===== config.mk =====
export PLATFORM = sky130hd
export DESIGN_NAME = dop_unit
export DESIGN_NICKNAME = d
export VERILOG_FILES = /design/src/hdl/dop_pkg.sv /design/src/hdl/dop_unit.sv
export SDC_FILE = /design/constraint.sdc
export NUM_CORES = 1
export LEC_CHECK = 0
export BUFFER_PORTS_ARGS = -buffer_cell sky130_fd_sc_hd__buf_2
export CAP_MARGIN = 20
export CORE_MARGIN = 2
export CORE_UTILIZATION = 30
export CTS_CLUSTER_SIZE = 14
export DETAILED_ROUTE_END_ITERATION = 6
export HOLD_SLACK_MARGIN = 0.15
export PLACE_DENSITY = 0.49
export REMOVE_ABC_BUFFERS = 1
export SKIP_CTS_REPAIR_TIMING = 1
export SLEW_MARGIN = 10
export SYNTH_ARGS = -nofsm -noshare
export SYNTH_HDL_FRONTEND = slang
export SYNTH_SLANG_ARGS = --single-unit

===== constraint.sdc =====
create_clock -name core_clk_i -period 10 [get_ports core_clk_i]
set_input_delay 2 -clock core_clk_i [delete_from_list [all_inputs] [get_ports core_clk_i]]
set_output_delay 2 -clock core_clk_i [all_outputs]
set_load 0.02 [all_outputs]

===== src/hdl/dop_pkg.sv =====
// package: constants and types for the dual output pwm unit
package dop_pkg;
  // ----------------------------------------------------------------
  // register index map
  // ----------------------------------------------------------------
  localparam logic [3:0] ADDR_TIMER_CONTROL = 4'h0;
  localparam logic [3:0] ADDR_MODE_SELECT = 4'h1;
  localparam logic [3:0] ADDR_OUTPUT_LEVEL = 4'h2;
  localparam logic [3:0] ADDR_MAIN_PERIOD = 4'h3;
  localparam logic [3:0] ADDR_EDGE_OFFSET = 4'h4;
  localparam logic [3:0] ADDR_CMP0 = 4'h5;
  localparam logic [3:0] ADDR_CMP1 = 4'h6;
  localparam logic [3:0] ADDR_CMP2 = 4'h7;
  localparam logic [3:0] ADDR_MOD_PERIOD = 4'h8;
  localparam logic [3:0] ADDR_MOD_COMPARE = 4'h9;
  localparam logic [3:0] ADDR_MAIN_TIMER = 4'ha;
  localparam logic [3:0] ADDR_MOD_TIMER = 4'hb;
  localparam logic [3:0] ADDR_STATUS = 4'hc;
  // ----------------------------------------------------------------
  // timer control field positions
  // ----------------------------------------------------------------
  localparam int TC_MAIN_RUN = 0;
  localparam int TC_MAIN_CENTER = 1;
  localparam int TC_MAIN_DIV_LSB = 2;
  localparam int TC_MOD_RUN = 5;
  localparam int TC_MOD_DIV_LSB = 6;
  localparam int TC_MOD_OUT_EN = 9;
  localparam int TC_MOD_INVERT = 10;
  localparam int TC_TRAP_EN = 11;
  // mode select: four bits per channel, bit 3 is the burst enable
  localparam int MS_BURST_BIT = 3;
  // output level control: bits 0..2 primary, 3..5 compl, 6 modulator
  localparam int OL_COMPL_LSB = 3;
  localparam int OL_MOD_BIT = 6;
  // ----------------------------------------------------------------
  // reset values
  // ----------------------------------------------------------------
  localparam logic [15:0] RST_TIMER_CONTROL = 16'h0000;
  localparam logic [11:0] RST_MODE_SELECT = 12'h000;
  localparam logic [6:0] RST_OUTPUT_LEVEL = 7'h00;
  localparam logic [15:0] RST_MAIN_PERIOD = 16'hffff;
  localparam logic [9:0] RST_MOD_PERIOD = 10'h3ff;
  // least period of two timer ticks: period value at least one
  localparam logic [15:0] MIN_PERIOD_VALUE = 16'h0001;
  // channel pin allocation codes
  typedef enum logic [2:0] {
    DOP_SEL_OFF = 3'b000,
    DOP_SEL_PRIMARY = 3'b001,
    DOP_SEL_COMPL = 3'b010,
    DOP_SEL_BOTH = 3'b011
  } dop_sel_t;
  // output pin group
  typedef struct packed {
    logic [2:0] primary;
    logic [2:0] compl;
    logic modulator;
  } dop_pins_t;
endpackage


===== src/hdl/dop_unit.sv =====
// dual output pwm unit: main timer, three channels, modulator channel
//
// Summary of operation
// - software picks passive level per output
// - trap input forces outputs to latch levels
// - level changes take effect at once
// - modulator signal gates complementary outputs, optionally inverted
// - modulator pin driven only when enabled
// - edge mode: match makes output active
// - at period: clear timer, outputs passive
// - duty 0..100 percent, pin selection field
// - complementary compares timer plus offset
// - compl 0% above period+offset, 100% at offset
// - offset only on the three main channels
// - center mode only on the main timer
// - center: up active, down passive on match
// - center compl edges shifted by offset
// - output period at least two ticks
// - prescaler divides clock by 1 to 128
// - edge period is period value plus one
// - modulator timer: one output, edge only
// - burst gates only complementary active phases
// - burst enable bit per channel
// - main timer 16 bits, modulator 10 bits
//
// Design decisions made here: the register addresses and the plain strobed port.
`timescale 1ns/1ps
module dop_unit
  import dop_pkg::*;
#(
  parameter int MAIN_W = 16, // main timer width
  parameter int MOD_W = 10 // modulator timer width
) (
  input wire logic core_clk_i, // 100 MHz clock
  input wire logic resetn_i, // async reset, active low
  input wire logic [3:0] addr_i, // register index
  input wire logic [15:0] wdata_i, // write data
  input wire logic wr_i, // write strobe
  input wire logic rd_i, // read strobe
  output logic [15:0] rdata_o, // read data, cycle after strobe
  input wire logic trap_n_i, // emergency input, active low
  input wire logic [6:0] trap_level_i, // port output latch levels
  output dop_pins_t pins_o // pwm pins
);
  // ----------------------------------------------------------------
  // registers
  // ----------------------------------------------------------------
  logic [15:0] timer_control_reg; // run, mode, divider, enables
  logic [11:0] mode_select_reg; // per-channel select + burst
  logic [6:0] output_level_control; // passive level per pin
  logic [MAIN_W-1:0] main_period_value; // main period
  logic [MAIN_W-1:0] edge_offset_value; // shared offset
  logic [MAIN_W-1:0] channel_compare_value [3]; // per channel
  logic [MOD_W-1:0] timer_period_value; // modulator period
  logic [MOD_W-1:0] modulator_compare_value; // modulator compare
  logic [MAIN_W-1:0] main_timer; // main counter
  logic main_down_reg; // center mode direction
  logic [MOD_W-1:0] modulator_timer; // modulator counter
  logic [6:0] prescale_reg; // free prescaler
  logic [2:0] prim_state_reg; // primary active state
  logic [2:0] compl_state_reg; // complementary active state
  logic mod_state_reg; // modulator active state
  logic [15:0] rdata_reg; // read data
  dop_pins_t pins_reg; // output flops

  // ----------------------------------------------------------------
  // prescaler tick enables
  // ----------------------------------------------------------------
  wire [2:0] main_div = timer_control_reg[TC_MAIN_DIV_LSB +: 3];
  wire [2:0] mod_div = timer_control_reg[TC_MOD_DIV_LSB +: 3];
  wire [7:0] div_taps = {prescale_reg, 1'b1} + 8'h00;
  wire [7:0] tap_mask_main = 8'h01 << main_div;
  wire [7:0] tap_mask_mod = 8'h01 << mod_div;
  // tick when all prescaler bits below the tap are ones
  wire [7:0] all_ones = {1'b1, prescale_reg};
  wire main_tick = timer_control_reg[TC_MAIN_RUN] &
                   (((tap_mask_main - 8'h01) & ~all_ones) == 8'h00);
  wire mod_tick = timer_control_reg[TC_MOD_RUN] &
                  (((tap_mask_mod - 8'h01) & ~all_ones) == 8'h00);
  wire unused_taps = ^div_taps;

  // prescaler free running; divide-by-2^n from its low bits
  always_ff @(posedge core_clk_i or negedge resetn_i) begin
    if (!resetn_i) begin
      prescale_reg <= 7'h00;
    end else begin
      prescale_reg <= prescale_reg + 7'h01;
    end
  end

  // ----------------------------------------------------------------
  // main timer
  // ----------------------------------------------------------------
  wire center_mode = timer_control_reg[TC_MAIN_CENTER];
  // a period value of zero would give a one-tick period, so clamp
  wire [MAIN_W-1:0] main_pv = (main_period_value < MIN_PERIOD_VALUE) ?
                              MIN_PERIOD_VALUE : main_period_value;
  wire main_at_period = (main_timer >= main_pv);
  wire main_at_zero = (main_timer == '0);

  // edge: wrap at period center: reverse at period
  always_ff @(posedge core_clk_i or negedge resetn_i) begin
    if (!resetn_i) begin
      main_timer <= '0;
      main_down_reg <= 1'b0;
    end else if (!timer_control_reg[TC_MAIN_RUN]) begin
      main_timer <= '0;
      main_down_reg <= 1'b0;
    end else if (main_tick) begin
      if (!center_mode) begin
        main_down_reg <= 1'b0;
        main_timer <= main_at_period ? '0 : main_timer + 1'b1;
      end else if (!main_down_reg) begin
        if (main_at_period) begin
          main_down_reg <= 1'b1;
          main_timer <= main_timer - 1'b1;
        end else begin
          main_timer <= main_timer + 1'b1;
        end
      end else begin
        if (main_timer <= 1) begin
          main_down_reg <= 1'b0;
        end
        main_timer <= main_at_zero ? main_timer + 1'b1 :
                      main_timer - 1'b1;
      end
    end
  end

  // ----------------------------------------------------------------
  // channel state: edge and center mode
  // ----------------------------------------------------------------
  // compl compares against timer + offset; the sum is one bit wider
  // so a compare above period+offset never matches (0% duty)
  wire [MAIN_W:0] shifted_timer = {1'b0, main_timer} +
                                  {1'b0, edge_offset_value};
  logic [2:0] prim_next;
  logic [2:0] compl_next;
  genvar ch;
  generate
    for (ch = 0; ch < 3; ch++) begin : g_ch
      wire [MAIN_W:0] cv = {1'b0, channel_compare_value[ch]};
      wire prim_hit = ({1'b0, main_timer} == cv);
      wire compl_hit = (shifted_timer == cv);
      // edge mode looks one count ahead, so the output is active from
      // the count equal to cv on and duty is 1 - cv/(pv+1)
      wire prim_step = (({1'b0, main_timer} + 1'b1) == cv);
      wire compl_step = ((shifted_timer + 1'b1) == cv);
      // edge mode: active from match until period wrap
      // center mode: active on up-match, passive on down-match
      always_comb begin
        prim_next[ch] = prim_state_reg[ch];
        compl_next[ch] = compl_state_reg[ch];
        if (!center_mode) begin
          if (main_at_period) begin
            prim_next[ch] = 1'b0;
            compl_next[ch] = 1'b0;
          end else begin
            if (prim_step) prim_next[ch] = 1'b1;
            if (compl_step) compl_next[ch] = 1'b1;
          end
          // compare of zero / equal to offset: active from start
          if (main_at_period && cv == 0) prim_next[ch] = 1'b1;
          if (main_at_period && cv == {1'b0, edge_offset_value})
            compl_next[ch] = 1'b1;
        end else begin
          if (prim_hit) prim_next[ch] = ~main_down_reg;
          if (compl_hit) compl_next[ch] = ~main_down_reg;
          if (main_at_zero && cv == 0) prim_next[ch] = 1'b1;
          if (main_at_zero && cv == {1'b0, edge_offset_value})
            compl_next[ch] = 1'b1;
        end
      end
    end
  endgenerate

  // channel flops advance on main ticks only
  always_ff @(posedge core_clk_i or negedge resetn_i) begin
    if (!resetn_i) begin
      prim_state_reg <= 3'h0;
      compl_state_reg <= 3'h0;
    end else if (!timer_control_reg[TC_MAIN_RUN]) begin
      prim_state_reg <= 3'h0;
      compl_state_reg <= 3'h0;
    end else if (main_tick) begin
      prim_state_reg <= prim_next;
      compl_state_reg <= compl_next;
    end
  end

  // ----------------------------------------------------------------
  // modulator channel: edge mode only, single output
  // ----------------------------------------------------------------
  wire [MOD_W-1:0] mod_pv = (timer_period_value == '0) ?
                            {{(MOD_W-1){1'b0}}, 1'b1} :
                            timer_period_value;
  wire mod_at_period = (modulator_timer >= mod_pv);

  // edge-aligned counting only; no offset, no center mode
  always_ff @(posedge core_clk_i or negedge resetn_i) begin
    if (!resetn_i) begin
      modulator_timer <= '0;
      mod_state_reg <= 1'b0;
    end else if (!timer_control_reg[TC_MOD_RUN]) begin
      modulator_timer <= '0;
      mod_state_reg <= 1'b0;
    end else if (mod_tick) begin
      modulator_timer <= mod_at_period ? '0 : modulator_timer + 1'b1;
      if (mod_at_period) begin
        mod_state_reg <= (modulator_compare_value == '0);
      end else if (({1'b0, modulator_timer} + 1'b1) ==
                   {1'b0, modulator_compare_value}) begin
        mod_state_reg <= 1'b1;
      end
    end
  end

  // ----------------------------------------------------------------
  // output level logic
  // ----------------------------------------------------------------
  wire mod_sig = mod_state_reg ^ timer_control_reg[TC_MOD_INVERT];
  logic [2:0] prim_act;
  logic [2:0] compl_act;
  generate
    for (ch = 0; ch < 3; ch++) begin : g_out
      wire [2:0] sel = mode_select_reg[4*ch +: 3];
      wire burst = mode_select_reg[4*ch + MS_BURST_BIT];
      wire prim_en = (sel == DOP_SEL_PRIMARY) || (sel == DOP_SEL_BOTH);
      wire compl_en = (sel == DOP_SEL_COMPL) || (sel == DOP_SEL_BOTH);
      // primary never burst gated
      assign prim_act[ch] = prim_en & prim_state_reg[ch];
      assign compl_act[ch] = compl_en & compl_state_reg[ch] &
                             (~burst | mod_sig);
    end
  endgenerate
  wire mod_act = timer_control_reg[TC_MOD_OUT_EN] & mod_state_reg;
  // active level is inverted passive level; levels apply live
  wire [6:0] act_vec = {mod_act, compl_act, prim_act};
  wire [6:0] level_vec = act_vec ^ output_level_control;
  wire trapped = timer_control_reg[TC_TRAP_EN] & ~trap_n_i;
  wire [6:0] pin_vec = trapped ? trap_level_i : level_vec;

  // one register stage on the pins keeps them glitch free
  always_ff @(posedge core_clk_i or negedge resetn_i) begin
    if (!resetn_i) begin
      pins_reg <= '0;
    end else begin
      pins_reg <= pin_vec;
    end
  end
  assign pins_o = pins_reg;

  // ----------------------------------------------------------------
  // register writes
  // ----------------------------------------------------------------
  always_ff @(posedge core_clk_i or negedge resetn_i) begin
    if (!resetn_i) begin
      timer_control_reg <= RST_TIMER_CONTROL;
      mode_select_reg <= RST_MODE_SELECT;
      output_level_control <= RST_OUTPUT_LEVEL;
      main_period_value <= RST_MAIN_PERIOD;
      edge_offset_value <= '0;
      channel_compare_value <= '{default: '0};
      timer_period_value <= RST_MOD_PERIOD;
      modulator_compare_value <= '0;
    end else if (wr_i) begin
      case (addr_i)
        ADDR_TIMER_CONTROL: timer_control_reg <= wdata_i;
        ADDR_MODE_SELECT: mode_select_reg <= wdata_i[11:0];
        ADDR_OUTPUT_LEVEL: output_level_control <= wdata_i[6:0];
        ADDR_MAIN_PERIOD: main_period_value <= wdata_i;
        ADDR_EDGE_OFFSET: edge_offset_value <= wdata_i;
        ADDR_CMP0: channel_compare_value[0] <= wdata_i;
        ADDR_CMP1: channel_compare_value[1] <= wdata_i;
        ADDR_CMP2: channel_compare_value[2] <= wdata_i;
        ADDR_MOD_PERIOD: timer_period_value <= wdata_i[MOD_W-1:0];
        ADDR_MOD_COMPARE: modulator_compare_value <= wdata_i[MOD_W-1:0];
        default: ; // timers and status are read only
      endcase
    end
  end

  // ----------------------------------------------------------------
  // register reads
  // ----------------------------------------------------------------
  logic [15:0] rd_mux;
  always_comb begin
    rd_mux = 16'h0000; // unmapped reads return zero
    case (addr_i)
      ADDR_TIMER_CONTROL: rd_mux = timer_control_reg;
      ADDR_MODE_SELECT: rd_mux = {4'h0, mode_select_reg};
      ADDR_OUTPUT_LEVEL: rd_mux = {9'h000, output_level_control};
      ADDR_MAIN_PERIOD: rd_mux = main_period_value;
      ADDR_EDGE_OFFSET: rd_mux = edge_offset_value;
      ADDR_CMP0: rd_mux = channel_compare_value[0];
      ADDR_CMP1: rd_mux = channel_compare_value[1];
      ADDR_CMP2: rd_mux = channel_compare_value[2];
      ADDR_MOD_PERIOD: rd_mux = {6'h00, timer_period_value};
      ADDR_MOD_COMPARE: rd_mux = {6'h00, modulator_compare_value};
      ADDR_MAIN_TIMER: rd_mux = main_timer;
      ADDR_MOD_TIMER: rd_mux = {6'h00, modulator_timer};
      ADDR_STATUS: rd_mux = {6'h00, unused_taps & 1'b0, main_down_reg,
                             trapped, mod_state_reg, compl_state_reg,
                             prim_state_reg[2:1], prim_state_reg[0]};
      default: rd_mux = 16'h0000;
    endcase
  end

  // read data stands only in the cycle after the strobe
  always_ff @(posedge core_clk_i or negedge resetn_i) begin
    if (!resetn_i) begin
      rdata_reg <= 16'h0000;
    end else begin
      rdata_reg <= rd_i ? rd_mux : 16'h0000;
    end
  end
  assign rdata_o = rdata_reg;
endmodule


==> impl_metrics.env <==
export IMPL_status="complete, no violations"
export IMPL_critPathMostFrequentCell="o21ai_1"
export IMPL_drt_wl_total_mm=63.2
export IMPL_wl_per_cell_um=27.1
export IMPL_antennaDiodeCount=0
export IMPL_slowest_stage="dfrtp_1"
export IMPL_path_cells="ha_1 -> inv_1 -> fa_1 -> and2b_4 -> o21ai_1 -> xnor2_2 -> and3_1 -> nand3_1 -> nor4_4 -> a21o_1 -> o221ai_1 -> nor4_1 -> o21ai_1 -> mux2_4"
export IMPL_portBuffers=54
export IMPL_gp_congestion=0.926
export IMPL_cp_start_kind="register"
export IMPL_dp_slack_ns=5.11
export IMPL_irDropWorstVdd_v=0.000156
export IMPL_path_max_fanout=13
export IMPL_synth_seq_cells=199
export IMPL_num_vias=13500
export IMPL_vias_per_cell=5.78
export IMPL_synth_commonest_cells="xnor2_1, dfrtp_1, mux2_2"
export IMPL_required_ns=10.36
export IMPL_critPathMaxStageDelay_ns=0.69
export IMPL_worst_slew_pin_slew_ns=1.08
export IMPL_setup_ws_ns=5.09
export IMPL_synthesis_area_um2=15600
export IMPL_hp_class="register to register"
export IMPL_power_leakage_nw=6.98
export IMPL_drt_first_pass_iters=6
export IMPL_max_slew_margin_pct=27.6
export IMPL_power_density_nw_per_um2=224
export IMPL_reg2reg_depth=14
export IMPL_clock_latency_ns=0.47
export IMPL_synth_area_leaders="dfrtp_1, mux2_2, xnor2_1"
export IMPL_cts_tree="done"
export IMPL_fmax_ghz=0.204
export IMPL_final_util_pct=33.1
export IMPL_crit_type="register to register"
export IMPL_dieArea_um2=53700
export IMPL_timing_hold_violations_final=0
export IMPL_grtUsageMet3_pct=4.46
export IMPL_grt_use_total_pct=23.5
export IMPL_yosysWarnings=0
export IMPL_hpwlAfterDp_mm=46.9
export IMPL_first_iter_violations=1736
export IMPL_die_x_um=232
export IMPL_path_clk_slew_ns=0.08
export IMPL_rows=83
export IMPL_final_cells=2330
export IMPL_hold_depth=1
export IMPL_synth_cells=1667
export IMPL_ioPinCount=55
export IMPL_top_register="channel_compare_value"
export IMPL_grt_pass1_wl_mm=92.3
export IMPL_nNetsFinal=1719
export IMPL_syn_to_final_growth_pct=9.14
export IMPL_drv_cap=0
export IMPL_synth_most_common_cell="xnor2_1"
export IMPL_rr_startpoint="main_timer[0]"
export IMPL_synth_edf_count=0
export IMPL_initial_utilization_pct=30.3
export IMPL_htreeDepth=4
export IMPL_use_met1_pct=31.5
export IMPL_place_inst=2298
export IMPL_clockRootBuffer="clkbuf_16"
export IMPL_final_setup_skew_ns=0.0128
export IMPL_postRouteAntennaNets=0
export IMPL_yosysTopAreaCell="dfrtp_1"
export IMPL_clockBufferDepth=2
export IMPL_synth_seq_area_share_pct=32.2
export IMPL_die_h_um=232
export IMPL_busiest_layer="met2"
export IMPL_cp_end_kind="register"
export IMPL_timing_final_max_slew_violations=0
export IMPL_largest_reg_flops=48
export IMPL_synthArstFlopShare_pct=100
export IMPL_synth_flop_cell="dfrtp_1"
export IMPL_cts_made_buffers=17
export IMPL_rsz0062_at_grt="no"
export IMPL_worstHoldStart="prescale_reg[3]"
export IMPL_setup_viol=0
export IMPL_clock_sinks=199
export IMPL_ys_types=93
export IMPL_grt_start_max_net_pins=73
export IMPL_grt_pass1_vias=13300
export IMPL_drc=0
export IMPL_final_period_utilization_pct=49.1
export IMPL_period_minus_slack_ns=4.91
export IMPL_antenna_found_initial=0
export IMPL_grt_overflow_total=0
export IMPL_syn_avg_cell_area_um2=9.34
export IMPL_core_area_um2=51300
export IMPL_fillerInstances=5349
export IMPL_finalPower_w=0.00381
export IMPL_worstSetupStartpoint="main_timer[0]"
export IMPL_worst_ep_arrival_time_ns=5.26
export IMPL_fin_tns_setup_ns=0
export IMPL_synth_top_area_share_pct=27.8
export IMPL_met2_usage_pct=37.9
export IMPL_drive_above_1_share_pct=18.8
## stage by stage
step / hold slack [ns] / instance area, um2
finish: 0.466 / 17000
global route: 0.486 / 17000
CTS: 0.470 / 17000
detailed placement: 0.455 / 16400
global placement: 0.456 / 16400
floorplan: 0.438 / 15100
## placed cells by master (no fill, tap or decap), types with 7 or more instances in the layout
| master | synthesis | routed |
|---|---|---|
| ha_1 | 49 | 49 |
| and3_1 | 23 | 23 |
| nand4_1 | 38 | 38 |
| nor2b_1 | 8 | 8 |
| dfstp_2 | 26 | 26 |
| o31ai_1 | 10 | 10 |
| nor4_1 | 50 | 49 |
| nor2_1 | 73 | 72 |
| mux2_2 | 140 | 140 |
| a222oi_1 | 13 | 13 |
| buf_4 | 1 | 28 |
| or3_1 | 7 | 7 |
| a21oi_1 | 54 | 54 |
| a31oi_1 | 20 | 20 |
| o211ai_1 | 12 | 12 |
| o21ai_1 | 8 | 8 |
| buf_2 | 7 | 53 |
| nand2b_1 | 26 | 26 |
| o21ai_0 | 68 | 68 |
| nor3_1 | 32 | 30 |
| xor2_1 | 84 | 84 |
| xnor2_1 | 180 | 180 |
| a221oi_1 | 24 | 24 |
| xnor3_1 | 9 | 9 |
| a211oi_1 | 10 | 10 |
| nand3_1 | 38 | 38 |
| inv_1 | 52 | 52 |
| clkbuf_16 | 0 | 17 |
| dfrtp_1 | 173 | 173 |
| a22oi_1 | 34 | 34 |
| nand2_1 | 104 | 104 |
| a22o_1 | 18 | 18 |
| a21o_1 | 18 | 18 |
| and2_1 | 11 | 11 |
## cell families after synthesis
family,after synthesis,synth area share [%]
AND/OR/NAND/NOR,449,15.4
buffers and inverters,183,4.49
adder cells (fa/ha/maj),50,4.07
flip-flops,199,32.2
AO/OA/AOI/OAI,361,16.4
multiplexers,146,10.6
XOR/XNOR,279,16.9
## layer usage
| metal | vias to the layer above | share of wire, % |
|---|---|---|
| met2 | 576 | 46 |
| li1 | 6011 | - |
| met4 | 0 | 3.3 |
| met1 | 6780 | 44 |
| met5 | - | 0 |
| met3 | 101 | 7.0 |
## worst max-delay path: cells and delay by family, from the launching register on
kind	cells	cell delay (ns)
AO/OA/AOI/OAI	4	0.64
flip-flops	1	0.69
adder cells (fa/ha/maj)	2	0.75
XOR/XNOR	1	0.39
multiplexers	1	0.33
AND/OR/NAND/NOR	5	1.92
buffers and inverters	1	0.07
## where the power goes
| part | internal [W] | leakage (nW) | switching [W] |
|---|---|---|---|
| registers | 0.000985 | 2.46 | 0.000453 |
| clock network | 0.000331 | 0.270 | 0.000363 |
| logic | 0.000752 | 4.26 | 0.000929 |
## area by class of cell
class | count | area [um2] | share of cell area (%)
clock buffer | 19 | 433 | 2.55
clock inverter | 13 | 136 | 0.803
inverter | 52 | 195 | 1.15
multi-input combinational | 1285 | 9880 | 58.1
sequential | 199 | 5010 | 29.5
tap | 680 | 851 | 5.01
timing repair buffer | 82 | 489 | 2.88
## worst paths after layout
kind,endpoint,slack [ns]
setup reg to reg,compl_state_reg[1],5.09
min in group asynchronous,prescale_reg[2],1.52
hold / removal,prescale_reg[3],0.47
setup / recovery,compl_state_reg[1],5.09
hold reg to reg,prescale_reg[3],0.47
max in group asynchronous,channel_compare_value[46],7.11
No activity file was read; power rests on OpenSTA's default activity.
